File: src/hw/aalm_pkg.sv
// Package: register pointers, field layout and reset values for the alert window block
package aalm_pkg;
    // ------------------------------------------------------------
    // Register pointers
    // ------------------------------------------------------------
    localparam logic [7:0] PTR_ALERT_STATUS = 8'h01;
    localparam logic [7:0] PTR_CONFIG = 8'h02;
    localparam logic [7:0] PTR_UNDER_RANGE_LIMIT = 8'h03;
    localparam logic [7:0] PTR_OVER_RANGE_LIMIT = 8'h04;
    localparam logic [7:0] PTR_ALERT_HYSTERESIS = 8'h05;
    localparam logic [7:0] PTR_LOWEST_RESULT = 8'h06;
    // ------------------------------------------------------------
    // Field layout
    // ------------------------------------------------------------
    localparam int CODE_W = 12;
    localparam int REG_W = 16;
    localparam int CFG_HOLD_BIT = 4;
    localparam int STAT_OVER_BIT = 1;
    localparam int STAT_UNDER_BIT = 0;
    localparam logic [11:0] FULL_SCALE = 12'hfff;
    localparam logic [11:0] ZERO_CODE = 12'h000;
    // ------------------------------------------------------------
    // Reset values
    // ------------------------------------------------------------
    localparam logic [11:0] RST_UNDER_RANGE_LIMIT = 12'h000;
    localparam logic [11:0] RST_OVER_RANGE_LIMIT = 12'hfff;
    localparam logic [11:0] RST_ALERT_HYSTERESIS = 12'h000;
    localparam logic [11:0] RST_LOWEST_RESULT = 12'hfff;
    localparam logic [7:0] RST_CONFIG = 8'h00;
endpackage

File: src/hw/aalm_alert_flag.sv
// One sticky alert flag with set, self-clear and write-one-to-clear
`timescale 1ns/1ps
`default_nettype none
module aalm_alert_flag (
    input wire logic mclk,
    input wire logic rstn,
    input wire logic trip,
    input wire logic release_ok,
    input wire logic hold,
    input wire logic sw_clear,
    output logic flag
);
    logic flag_r;
    logic flag_nxt;

    // Set wins over any clear; self-clear blocked while held
    assign flag_nxt = trip ? 1'b1 :
                      (sw_clear | (release_ok & ~hold)) ? 1'b0 : flag_r; // RULE6 RULE7 RULE13

    // Flag register
    always_ff @(posedge mclk or negedge rstn) begin
        if (!rstn) begin
            flag_r <= 1'b0;
        end else begin
            flag_r <= flag_nxt;
        end
    end

    assign flag = flag_r;
endmodule
`default_nettype wire

File: src/hw/aalm_regs.sv
// Alert window limits, hysteresis and lowest-result tracker register bank
// What this block does
// (RULE1) Bits 15:12 of these registers read zero
// (RULE2) Master writes zeros into bits 15:12
// (RULE3) Lower limit at 03h; below raises under-alert
// (RULE4) Upper limit at 04h; above raises over-alert
// (RULE5) Reset: upper 0fff, lower and hysteresis zero
// (RULE6) Self-clear only beyond limit by hysteresis
// (RULE7) Hold setting stops automatic alert clearing
// (RULE8) Smaller result overwrites lowest at 06h
// (RULE9) Result not smaller leaves lowest unchanged
// (RULE10) Writing 0fff restarts minimum tracking anytime
// (RULE11) Automatic mode updates lowest every conversion
// (RULE12) Hold is config bit 4; sticky until written
// (RULE13) Writing one clears over/under status bits
// (RULE14) Unsigned compares; clear levels saturate 0..4095
`timescale 1ns/1ps
`default_nettype none
module aalm_regs
    import aalm_pkg::*;
(
    input wire logic mclk,
    input wire logic rstn,
    input wire logic reg_wr,
    input wire logic [7:0] reg_ptr,
    input wire logic [15:0] reg_wdata,
    output logic [15:0] reg_rdata,
    input wire logic conv_done,
    input wire logic [11:0] conv_result,
    output logic over_alert,
    output logic under_alert,
    output logic auto_mode
);
    // ------------------------------------------------------------
    // Registers
    // ------------------------------------------------------------
    logic [11:0] under_range_limit_r;
    logic [11:0] over_range_limit_r;
    logic [11:0] alert_hysteresis_r;
    logic [11:0] lowest_result_r;
    logic [7:0] config_r;
    logic [15:0] rdata_r;
    logic [15:0] rdata_nxt;
    logic [11:0] lowest_result_nxt;

    // Pointer decode; one compare function reused by all write strobes, each with its own compare
    function automatic logic wr_hit(input logic w, input logic [7:0] p, input logic [7:0] s);
        wr_hit = w && (p == s);
    endfunction

    logic wr_under;
    logic wr_over;
    logic wr_hyst;
    logic wr_lowest;
    logic wr_config;
    logic wr_status;
    assign wr_under = wr_hit(reg_wr, reg_ptr, PTR_UNDER_RANGE_LIMIT);
    assign wr_over = wr_hit(reg_wr, reg_ptr, PTR_OVER_RANGE_LIMIT);
    assign wr_hyst = wr_hit(reg_wr, reg_ptr, PTR_ALERT_HYSTERESIS);
    assign wr_lowest = wr_hit(reg_wr, reg_ptr, PTR_LOWEST_RESULT);
    assign wr_config = wr_hit(reg_wr, reg_ptr, PTR_CONFIG);
    assign wr_status = wr_hit(reg_wr, reg_ptr, PTR_ALERT_STATUS);

    // Configuration fields
    logic alert_hold;
    assign alert_hold = config_r[CFG_HOLD_BIT]; // RULE12
    assign auto_mode = |config_r[7:5];

    // ------------------------------------------------------------
    // Window comparison
    // ------------------------------------------------------------
    // Saturating add and subtract keep codes in 0..4095
    function automatic logic [11:0] sat_add(input logic [11:0] a, input logic [11:0] b);
        logic [12:0] s;
        s = {1'b0, a} + {1'b0, b};
        sat_add = s[12] ? FULL_SCALE : s[11:0];
    endfunction

    function automatic logic [11:0] sat_sub(input logic [11:0] a, input logic [11:0] b);
        sat_sub = (a > b) ? (a - b) : ZERO_CODE;
    endfunction

    logic [11:0] over_clear_lvl;
    logic [11:0] under_clear_lvl;
    logic over_trip;
    logic under_trip;
    logic over_release;
    logic under_release;
    assign over_clear_lvl = sat_sub(over_range_limit_r, alert_hysteresis_r); // RULE14
    assign under_clear_lvl = sat_add(under_range_limit_r, alert_hysteresis_r); // RULE14
    assign over_trip = conv_done && (conv_result > over_range_limit_r); // RULE4
    assign under_trip = conv_done && (conv_result < under_range_limit_r); // RULE3
    assign over_release = conv_done && (conv_result < over_clear_lvl); // RULE6
    assign under_release = conv_done && (conv_result > under_clear_lvl); // RULE6

    // Write-one-to-clear strobes for the two flags
    logic over_sw_clear;
    logic under_sw_clear;
    assign over_sw_clear = wr_status && reg_wdata[STAT_OVER_BIT]; // RULE13
    assign under_sw_clear = wr_status && reg_wdata[STAT_UNDER_BIT]; // RULE13

    // Alert flags
    aalm_alert_flag u_over (
        .mclk(mclk),
        .rstn(rstn),
        .trip(over_trip),
        .release_ok(over_release),
        .hold(alert_hold),
        .sw_clear(over_sw_clear),
        .flag(over_alert)
    );

    aalm_alert_flag u_under (
        .mclk(mclk),
        .rstn(rstn),
        .trip(under_trip),
        .release_ok(under_release),
        .hold(alert_hold),
        .sw_clear(under_sw_clear),
        .flag(under_alert)
    );

    // ------------------------------------------------------------
    // Minimum tracking
    // ------------------------------------------------------------
    // A conversion below the stored minimum, in any conversion mode
    logic new_low;
    assign new_low = conv_done && (conv_result < lowest_result_r); // RULE8 RULE11

    // Bus write wins; otherwise a smaller result replaces the minimum
    assign lowest_result_nxt = wr_lowest ? reg_wdata[11:0] : // RULE10
        new_low ? conv_result : // RULE8 RULE11
        lowest_result_r; // RULE9

    // Register writes; limits keep bits 11:0, config keeps bits 7:2 and 0
    always_ff @(posedge mclk or negedge rstn) begin
        if (!rstn) begin
            under_range_limit_r <= RST_UNDER_RANGE_LIMIT; // RULE5
            over_range_limit_r <= RST_OVER_RANGE_LIMIT;
            alert_hysteresis_r <= RST_ALERT_HYSTERESIS;
            lowest_result_r <= RST_LOWEST_RESULT;
            config_r <= RST_CONFIG;
        end else begin
            if (wr_under) begin
                under_range_limit_r <= reg_wdata[11:0];
            end
            if (wr_over) begin
                over_range_limit_r <= reg_wdata[11:0];
            end
            if (wr_hyst) begin
                alert_hysteresis_r <= reg_wdata[11:0];
            end
            if (wr_config) begin
                config_r <= {reg_wdata[7:2], 1'b0, reg_wdata[0]};
            end
            lowest_result_r <= lowest_result_nxt;
        end
    end

    // ------------------------------------------------------------
    // Read path
    // ------------------------------------------------------------
    // Status word as read back
    logic [15:0] status_word;
    assign status_word = {14'h0, over_alert, under_alert};

    // Upper four bits always zero on the 12-bit registers
    always_comb begin
        unique case (reg_ptr)
            PTR_ALERT_STATUS: rdata_nxt = status_word;
            PTR_CONFIG: rdata_nxt = {8'h00, config_r};
            PTR_UNDER_RANGE_LIMIT: rdata_nxt = {4'h0, under_range_limit_r}; // RULE1
            PTR_OVER_RANGE_LIMIT: rdata_nxt = {4'h0, over_range_limit_r}; // RULE1
            PTR_ALERT_HYSTERESIS: rdata_nxt = {4'h0, alert_hysteresis_r}; // RULE1
            PTR_LOWEST_RESULT: rdata_nxt = {4'h0, lowest_result_r}; // RULE1
            default: rdata_nxt = 16'h0000;
        endcase
    end

    // Registered read data, one cycle after the pointer
    always_ff @(posedge mclk or negedge rstn) begin
        if (!rstn) begin
            rdata_r <= 16'h0000;
        end else begin
            rdata_r <= rdata_nxt;
        end
    end

    assign reg_rdata = rdata_r;
endmodule
`default_nettype wire

File: config.mk
export PLATFORM = sky130hd
export DESIGN_NAME = aalm_regs
export DESIGN_NICKNAME = d
export VERILOG_FILES = /design/src/hw/aalm_pkg.sv /design/src/hw/aalm_alert_flag.sv /design/src/hw/aalm_regs.sv
export SDC_FILE = /design/constraint.sdc
export NUM_CORES = 1
export LEC_CHECK = 0
export BUFFER_PORTS_ARGS = -buffer_cell sky130_fd_sc_hd__buf_2
export CAP_MARGIN = 10
export CELL_PAD_IN_SITES_DETAIL_PLACEMENT = 1
export CELL_PAD_IN_SITES_GLOBAL_PLACEMENT = 1
export CORE_MARGIN = 2
export CORE_UTILIZATION = 35
export CTS_CLUSTER_SIZE = 40
export DETAILED_ROUTE_END_ITERATION = 7
export GPL_TIMING_DRIVEN = 0
export PLACE_DENSITY_LB_ADDON = 0.1
export REMOVE_ABC_BUFFERS = 1
export SLEW_MARGIN = 25
export SYNTH_ARGS = -nofsm -noshare
export SYNTH_HDL_FRONTEND = slang
export SYNTH_HIERARCHICAL = 1
export SYNTH_SLANG_ARGS = --single-unit
File: constraint.sdc
create_clock -name mclk -period 3.8 [get_ports mclk]
set_clock_uncertainty 0.05 [all_clocks]
set_input_delay 0 -clock mclk [delete_from_list [all_inputs] [get_ports mclk]]
set_output_delay 0 -clock mclk [all_outputs]
set_load 0.05 [all_outputs]
# Yosys cells after proc, flatten, opt, wreduce, memory -nomap -nowiden
# Cells that the tools add are included.
[classes]
add_sub_neg = 2
n_lt_le_gt_ge = 6
n_eq_ne = 6
n_mux = 9
n_bitwise = 5
n_reduce_logical = 17
[ops]
columns = ["operator", "count"]
rows = [
  ["12-bit one-hot mux with 6 select lines", 1],
  ["12-bit 2-to-1 mux", 4],
  ["12-bit > comparator", 3],
  ["12-bit < comparator", 3],
  ["8-bit by 3-bit == test with 1-bit output, second input constant", 3],
  ["8-bit by 2-bit == test with 1-bit output, second input constant", 2],
  ["12-bit by 12-bit adder with 13-bit output", 1],
  ["1-bit logical AND", 13],
  ["12-bit subtractor", 1],
  ["8-bit by 1-bit == test with 1-bit output, second input constant", 1],
  ["2-bit nonzero test", 3],
  ["1-bit 2-to-1 mux", 4],
  ["3-bit OR reduction", 1],
  ["1-bit bitwise AND", 2],
  ["1-bit OR", 2],
  ["1-bit NOT", 1],
]
[totals]
regBits = 73
in_bits = 40
out_inout_bits = 19
wordCells = 53

# Longest topological paths before layout
# Gate-level depths: netlist (run 1).
[depth]
word_depth = 8
depth_mapped = 18
mapped_depth_nobuf = 17

# Modules after synthesis
# Netlist (run 1), hierarchy kept.
[by_module_without_submodules]
columns = ["mod", "instances", "cells_each", "area_each_um2"]
rows = [
  ["aalm_regs", 1, 557, 5422.7],
  ["aalm_alert_flag", 2, 4, 43.8],
]

# Least setup slack after synthesis (run 1)
# OpenSTA, ideal clock, no wires.
[synth_path]
path_type = "register to register"
start = "register under_range_limit_r[0]"
end = "register u_under.flag_r (netlist: u_under/flag)"
t_arrival_ps = 3464
required_ps = 3630
path_slack_ps = 166
path_stages_with_launch = 17
synth_period_minus_slack_ps = 3634
path_cell_list = "dfrtp_1 -> ha_1 -> fa_1 -> a211o_1 -> o211ai_2 -> a31oi_2 -> a311oi_2 -> o21ai_2 -> buf_6 -> nor3_2 -> ha_1 -> nand4_1 -> or2_2 -> o221ai_1 -> o211a_1 -> nand2b_1 -> a31o_1"
[synth_via]
elab_chain_cells = 7
word_cells_on_any_way = 10
cone_classes = "add/sub (1); order compare (2); mux (2); bitwise (2); reduce/logical (3)"
[synth_lines]
columns = ["item", "line", "text"]
rows = [
  ["from (decl)", "aalm_regs.sv:37", "logic [11:0] under_range_limit_r;"],
  ["from (signal assigned)", "aalm_regs.sv:145", "under_range_limit_r <= reg_wdata[11:0];"],
  ["12-bit by 12-bit adder with 13-bit output", "aalm_regs.sv:75", "s = {1'b0, a} + {1'b0, b};"],
  ["12-bit 2-to-1 mux", "aalm_regs.sv:76", "sat_add = s[12] ? FULL_SCALE : s[11:0];"],
  ["12-bit > comparator", "aalm_regs.sv:94", "assign under_release = conv_done && (conv_result > under_clear_lvl);"],
  ["1-bit logical AND", "aalm_regs.sv:94", ""],
  ["via under_release", "aalm_regs.sv:88", "logic under_release;"],
  ["1-bit bitwise AND", "aalm_alert_flag.sv:18", "(sw_clear | (release_ok & ~hold)) ? 1'b0 : flag_r;"],
  ["1-bit OR", "aalm_alert_flag.sv:18", ""],
  ["2-bit nonzero test (no source line)", "n/a", ""],
  ["to (signal assigned)", "aalm_alert_flag.sv:25", "flag_r <= flag_nxt;"],
  ["to (decl)", "aalm_alert_flag.sv:13", "logic flag_r;"],
]
# The timed path passes the listed nets, and every way through them passes these cells.
# A chain may end at the register's enable or synchronous reset.

# Final worst setup path (run 1)
[layout_path]
start = "register alert_hysteresis_r[0]"
end = "register u_under.flag_r (netlist: u_under/flag)"
[layout_via]
elab_chain_cells = 7
[layout_lines]
columns = ["item", "line", "text"]
rows = [
  ["from (decl)", "aalm_regs.sv:39", "logic [11:0] alert_hysteresis_r;"],
  ["from (signal assigned)", "aalm_regs.sv:151", "alert_hysteresis_r <= reg_wdata[11:0];"],
  ["12-bit by 12-bit adder with 13-bit output", "aalm_regs.sv:75", ""],
  ["12-bit 2-to-1 mux", "aalm_regs.sv:76", ""],
  ["12-bit > comparator", "aalm_regs.sv:94", ""],
  ["1-bit logical AND", "aalm_regs.sv:94", ""],
  ["via under_release", "aalm_regs.sv:88", ""],
  ["1-bit bitwise AND", "aalm_alert_flag.sv:18", ""],
  ["1-bit OR", "aalm_alert_flag.sv:18", ""],
  ["2-bit nonzero test (no source line)", "n/a", ""],
]
# The timed path passes the listed nets, and every way through them passes these cells.

==> impl_metrics.env, run 1 <==
export IMPL_status="finished with violations"
export IMPL_violations="setup timing"
export IMPL_ys_flop_type="dfrtp_1"
export IMPL_area_growth_pct=23.1
export IMPL_synth_top_cells_by_area="dfrtp_1, ha_1, dfstp_2"
export IMPL_avgSynthCellArea_um2=9.75
export IMPL_routed_via_density=5.44
export IMPL_worst_setup_path_start_kind="flip-flop"
export IMPL_synth_most_common_cell="ha_1"
export IMPL_synth_warning_count=6
export IMPL_power_leakage_nw=3.18
export IMPL_synth_edf_count=0
export IMPL_design_area_um2=6780
export IMPL_cts_sinks=69
export IMPL_netlist_instances=565
export IMPL_io_buffers=50
export IMPL_clockBufferDepth=2
export IMPL_rrSetupSlack_ns=-0.04
export IMPL_drc=0
export IMPL_first_pass_iters=4
export IMPL_cp_startpoint="alert_hysteresis_r[0]"
export IMPL_overflow=0
export IMPL_setup_ws_ns=-0.0431
export IMPL_yosysTopAreaCellShare=0.204
export IMPL_rows=45
export IMPL_synthArstFlopShare=1.00
export IMPL_cts_root_buf="clkbuf_16"
export IMPL_fin_crit_ns=3.84
export IMPL_grt_start_max_net_pins=49
export IMPL_grt_pass1_vias=5032
export IMPL_netlist_area_um2=5510
export IMPL_cts_tree="yes"
export IMPL_max_freq_ghz=0.260
export IMPL_p_per_area_nw_per_um2=416
export IMPL_wl_um=17700
export IMPL_initialDrtViolationCount=211
export IMPL_dieArea_um2=16800
export IMPL_die_x_um=129
export IMPL_ant_nets=0
export IMPL_maxSlewHeadroom=0.456
export IMPL_track_usage=0.219
export IMPL_worstSetupPathType="reg -> reg"
export IMPL_tightestPinTransition_ns=0.812
export IMPL_worstSkewPairLatency_ns=0.34
export IMPL_ys_seq_area_frac=0.319
export IMPL_placed_cells=813
export IMPL_whs_ns=0.00596
export IMPL_gp_congestion=0.836
export IMPL_start_util=0.360
export IMPL_synth_top_area_cell="dfrtp_1"
export IMPL_ioPinCount=59
export IMPL_synth_cell_types=62
export IMPL_antenna_found_initial=0
export IMPL_fp_coreArea_um2=15300
export IMPL_peakVddDrop_uv=233
export IMPL_min_delay_start="conv_result[4]"
export IMPL_hp_class="in -> reg"
export IMPL_required_ns=3.98
export IMPL_worstReg2RegStart="alert_hysteresis_r[0]"
export IMPL_fp_dieH_um=129
export IMPL_nNetsFinal=773
export IMPL_drive_gt1_frac=0.284
export IMPL_final_cells=866
export IMPL_setup_viol=1
export IMPL_rsz0062_at_grt="true"
export IMPL_min_period_over_period=1.01
export IMPL_h_tree_depth=3
export IMPL_end_kind="flip-flop"
export IMPL_netlist_top_cells_count="ha_1, inv_1, dfrtp_1"
export IMPL_cts_buffers=9
export IMPL_arrival_ns=4.02
export IMPL_wl_per_cell_um=20.4
export IMPL_ys_ff_latch=69
export IMPL_hold_viol_final=0
export IMPL_dp_final_hpwl_um=13400
export IMPL_grt_pass1_wl_um=27500
export IMPL_placed_area_um2=6010
export IMPL_vias=4712
export IMPL_max_cap_violations=0
export IMPL_worst_path_max_fanout=3
export IMPL_total_power_mw=2.82
export IMPL_insertedDiodeCount=0
export IMPL_cts_clk_slew_worst_paths_ns=0.06
export IMPL_slew_viol_final=0
==> cells in the final DEF (no fill, tap or decap), types with 23 or more instances in the layout <==
master | synthesis | layout
a21oi_1 | 26 | 23
a22oi_1 | 23 | 23
buf_2 | 6 | 49
dfrtp_1 | 45 | 44
dfstp_2 | 24 | 24
ha_1 | 81 | 80
inv_1 | 56 | 56
mux2_2 | 43 | 43
nand2_1 | 31 | 31
nor2_1 | 27 | 26
==> power breakdown <==
part / switching, mW / internal (mW) / total [mW]
clock network: 0.333 / 0.575 / 0.908
registers: 0.0941 / 0.875 / 0.969
logic: 0.517 / 0.430 / 0.947
total: 0.944 / 1.88 / 2.82
==> path summary, 6_finish.rpt <==
| check | cells after the start | to |
|---|---|---|
| max | 17 | u_under/flag |
| min reg2reg | 1 | config_r[3] |
| min in group asynchronous | 2 | reg_rdata[3] |
| max in group asynchronous | 3 | over_range_limit_r[10] |
| max reg2reg | 17 | u_under/flag |
| min | 2 | lowest_result_r[4] |
==> area by class of cell <==
| class | instances | area (um2) |
|---|---|---|
| fillers | 1774 | 8530 |
| multi-input cells | 423 | 3590 |
| flip-flops and latches | 69 | 1760 |
| repair buffers | 91 | 648 |
| well taps | 211 | 264 |
| clock buffers | 10 | 229 |
| inverters | 56 | 210 |
| clock inverters | 6 | 87.6 |
==> stage by stage <==
stage	utilization	setup slack, ns	setup TNS, ns
detailed placement	0.392	-0.699	-1.15
global route	0.443	-0.222	-0.339
finish	0.443	-0.0431	-0.0431
CTS	0.437	0.00662	0
floorplan	-	-0.163	-0.163
global placement	0.387	-1.09	-3.29
==> kinds of logic after synthesis <==
kind of cell	after synthesis	share of synthesized area
fa+ha+maj	83	0.191
compound gates	141	0.187
buf+inv	76	0.0586
other cells	1	0.000681
simple gates	136	0.130
mux	46	0.0933
flops	69	0.319
xor+xnor	13	0.0207
==> worst max-delay path: stages, from the launching register on <==
cell,delay [ns]
dfrtp_1,0.42
ha_4,0.19
fa_2,0.38
a211o_1,0.30
o211ai_4,0.12
a31oi_4,0.15
a311oi_4,0.39
buf_4,0.19
buf_6,0.08
nand3_1,0.06
mux2i_1,0.15
ha_1,0.16
nand4_1,0.18
or2_4,0.31
o221ai_2,0.16
o211a_1,0.16
nand2b_1,0.06
a31o_1,0.20
==> metal layers <==
metal,share of wire,track usage,routed length (um)
met5,0,0,0
met2,0.48,0.372,8570
met1,0.47,0.296,8380
met3,0.029,0.0260,516
met4,0.012,0.0607,209
==> flip-flops by register name, indices dropped and copies added, names as in the netlist <==
signal               cells
over_range_limit_r      12
under_range_limit_r     12
u_over/flag              1
reg_rdata               12
u_under/flag             1
alert_hysteresis_r      12
lowest_result_r         12
config_r                 7
==> timing repair <==
action / in CTS / in global routing
gates cloned: 0 / 0
gates resized for setup: 17 / 8
setup endpoints to repair: 2 / 2
hold buffers: 17 / 1
buffers inserted: 13 / 6
hold endpoints to repair: 100 / 1
pin swaps: 8 / 14
(Power assumes the default switching activity.)
==> run 2: changes to the inputs <==
--- a/config.mk
+++ b/config.mk
@@ -13,8 +13,9 @@
 export CORE_UTILIZATION = 35
 export CTS_CLUSTER_SIZE = 40
 export DETAILED_ROUTE_END_ITERATION = 7
+export GPL_ROUTABILITY_DRIVEN = 0
 export GPL_TIMING_DRIVEN = 0
-export PLACE_DENSITY_LB_ADDON = 0.1
+export PLACE_DENSITY = 0.65
 export REMOVE_ABC_BUFFERS = 1
 export SLEW_MARGIN = 25
 export SYNTH_ARGS = -nofsm -noshare
==> impl_metrics.env, run 2 (synthesis gave the netlist of run 1 again) <==
export IMPL_grt_pass1_wl_um=28300
export IMPL_io_buffers=50
export IMPL_seq_power_share=0.346
export IMPL_placed_cells=812
export IMPL_drc=0
export IMPL_fin_crit_ns=3.81
export IMPL_maxSlewHeadroom=0.316
export IMPL_worst_setup_path_start_kind="flip-flop"
export IMPL_first_pass_iters=4
export IMPL_tightestPinTransition_ns=1.02
export IMPL_initialDrtViolationCount=248
export IMPL_track_usage=0.224
export IMPL_crit_family="compound AO/OA/AOI/OAI gates"
export IMPL_worst_path_max_fanout=7
export IMPL_violations="setup timing"
export IMPL_worstSetupPathType="reg -> reg"
export IMPL_r2r_end="u_under/flag"
export IMPL_final_cells=862
export IMPL_cts_root_buf="clkbuf_16"
export IMPL_design_area_um2=6730
export IMPL_rows=45
export IMPL_endpoint="u_under/flag"
export IMPL_power_leakage_nw=3.15
export IMPL_r2r_cells=18
export IMPL_dp_final_hpwl_um=13400
export IMPL_cp_depth=18
export IMPL_wl_per_cell_um=20.8
export IMPL_fp_dieH_um=129
export IMPL_final_common_cell="ha_1"
export IMPL_cp_common_cell="nand2b_1"
export IMPL_max_cap_violations=0
export IMPL_slowest_stage="a311oi_4"
export IMPL_fillers=1786
export IMPL_insertedDiodeCount=0
export IMPL_clockBufferDepth=2
export IMPL_overflow=0
export IMPL_dieArea_um2=16800
export IMPL_grt_start_max_net_pins=41
export IMPL_min_period_over_period=1.00
export IMPL_area_growth_pct=22.2
export IMPL_vias=4762
export IMPL_swShare=0.345
export IMPL_intPower_mw=1.83
export IMPL_end_kind="flip-flop"
export IMPL_peakVddDrop_uv=196
export IMPL_cts_tree="yes"
export IMPL_nNetsFinal=769
export IMPL_setup_viol=1
export IMPL_slew_viol_final=0
export IMPL_whs_ns=0.0129
export IMPL_max_freq_ghz=0.263
export IMPL_ioPinCount=59
export IMPL_critPathBufInv=1
export IMPL_cp_startpoint="under_range_limit_r[0]"
export IMPL_arrival_ns=4.00
export IMPL_cts_clk_slew_worst_paths_ns=0.06
export IMPL_rrSetupSlack_ns=-0.008
export IMPL_die_x_um=129
export IMPL_antenna_found_initial=0
export IMPL_final_cell_mix="ha_1, inv_1, buf_2"
export IMPL_rsz0062_at_grt="true"
export IMPL_worstSkewPairLatency_ns=0.35
export IMPL_wl_um=17900
export IMPL_cts_buffers=9
export IMPL_placed_area_um2=5990
export IMPL_h_tree_depth=3
export IMPL_worstReg2RegStart="under_range_limit_r[0]"
export IMPL_required_ns=3.99
export IMPL_grt_pass1_vias=5264
export IMPL_pwr_share_clk=0.309
export IMPL_routed_via_density=5.52
export IMPL_drive_gt1_frac=0.292
export IMPL_p_switching_mw=0.967
export IMPL_slowest_delay_ns=0.43
export IMPL_power_share_combinational=0.345
export IMPL_p_per_area_nw_per_um2=416
export IMPL_cts_sinks=69
export IMPL_crit_path_cell_trace="ha_4, fa_2, a211o_1, o211ai_2, a31oi_4, a311oi_4, o21ai_4, buf_6, or2_1, ha_2, nor2b_1, o21ai_1, nand2b_1, a21oi_2, o221ai_2, o211a_1, nand2b_1, a31o_1"
export IMPL_hold_viol_final=0
export IMPL_ant_nets=0
export IMPL_hp_class="in -> reg"
export IMPL_fp_coreArea_um2=15300
export IMPL_setup_ws_ns=-0.00846
export IMPL_start_util=0.360
export IMPL_status="finished with violations"
run 2: changes by cell type in the layout (fill, tap and decap cells not counted), sizes merged:
cell,delta
buf,-2
bufinv,-1
clkinv,-2
clkinvlp,+3
dlygate4sd3,-2
run 2: power by group through the flow:
stage          clock, mW  sequential (mW)  combinational, mW
6_report           0.866            0.969              0.965
5_1_grt            0.910            0.981               1.08
4_1_cts            0.883            0.968              0.942
3_5_place_dp           0            0.979              0.853
3_3_place_gp           0            0.973              0.798
2_1_floorplan          0            0.960              0.576
run 2: worst register-to-register path, delay by kind of cell (launching register included):
kind,cells,cell delay [ns]
buf+inv,1,0.16
simple gates,4,0.51
fa+ha+maj,3,0.72
flops,1,0.42
compound gates,10,1.83
run 2: layer usage:
layer	up-vias	part of all wire	global-route usage
met5	-	0	0
met4	0	0.020	0.0772
met3	23	0.026	0.0256
met2	70	0.49	0.388
met1	2430	0.46	0.290
li1	2239	-	-
run 2: worst min-delay path by stage:
stage / startpoint / depth (start not counted) / end
floorplan: rstn / 0 / alert_hysteresis_r[0]
global placement: reg_wdata[5] / 2 / alert_hysteresis_r[5]
detailed placement: rstn / 1 / reg_rdata[3]
CTS: conv_result[5] / 2 / lowest_result_r[5]
global route: conv_result[10] / 2 / lowest_result_r[10]
finish: conv_result[6] / 2 / lowest_result_r[6]
run 2: metrics by stage:
step	utilization	setup TNS (ns)	setup WS [ns]	total power [mW]
finish	0.440	-0.00846	-0.00846	2.80
global route	0.440	-0.275	-0.148	2.97
CTS	0.436	0	0.00192	2.79
detailed placement	0.391	-1.06	-0.586	1.83
global placement	0.387	-2.25	-0.918	1.77
floorplan	-	-0.163	-0.163	1.54
run 2: layout make-up:
cell class                      count  area [um2]  area share
Multi-Input combinational cell    423        3600       0.535
Sequential cell                    69        1760       0.261
Timing Repair Buffer               87         598      0.0888
Inverter                           56         210      0.0312
Clock inverter                      6        62.6     0.00929
Tap cell                          211         264      0.0392
Clock buffer                       10         239      0.0355
run 2: timing repair:
item | in CTS | in global routing
endpoints found under the setup margin | 2 | 2
pin swaps | 14 | 13
buffers inserted | 15 | 3
hold endpoints to repair | 104 | 0
resized for setup | 19 | 12
hold buffers | 16 | 0
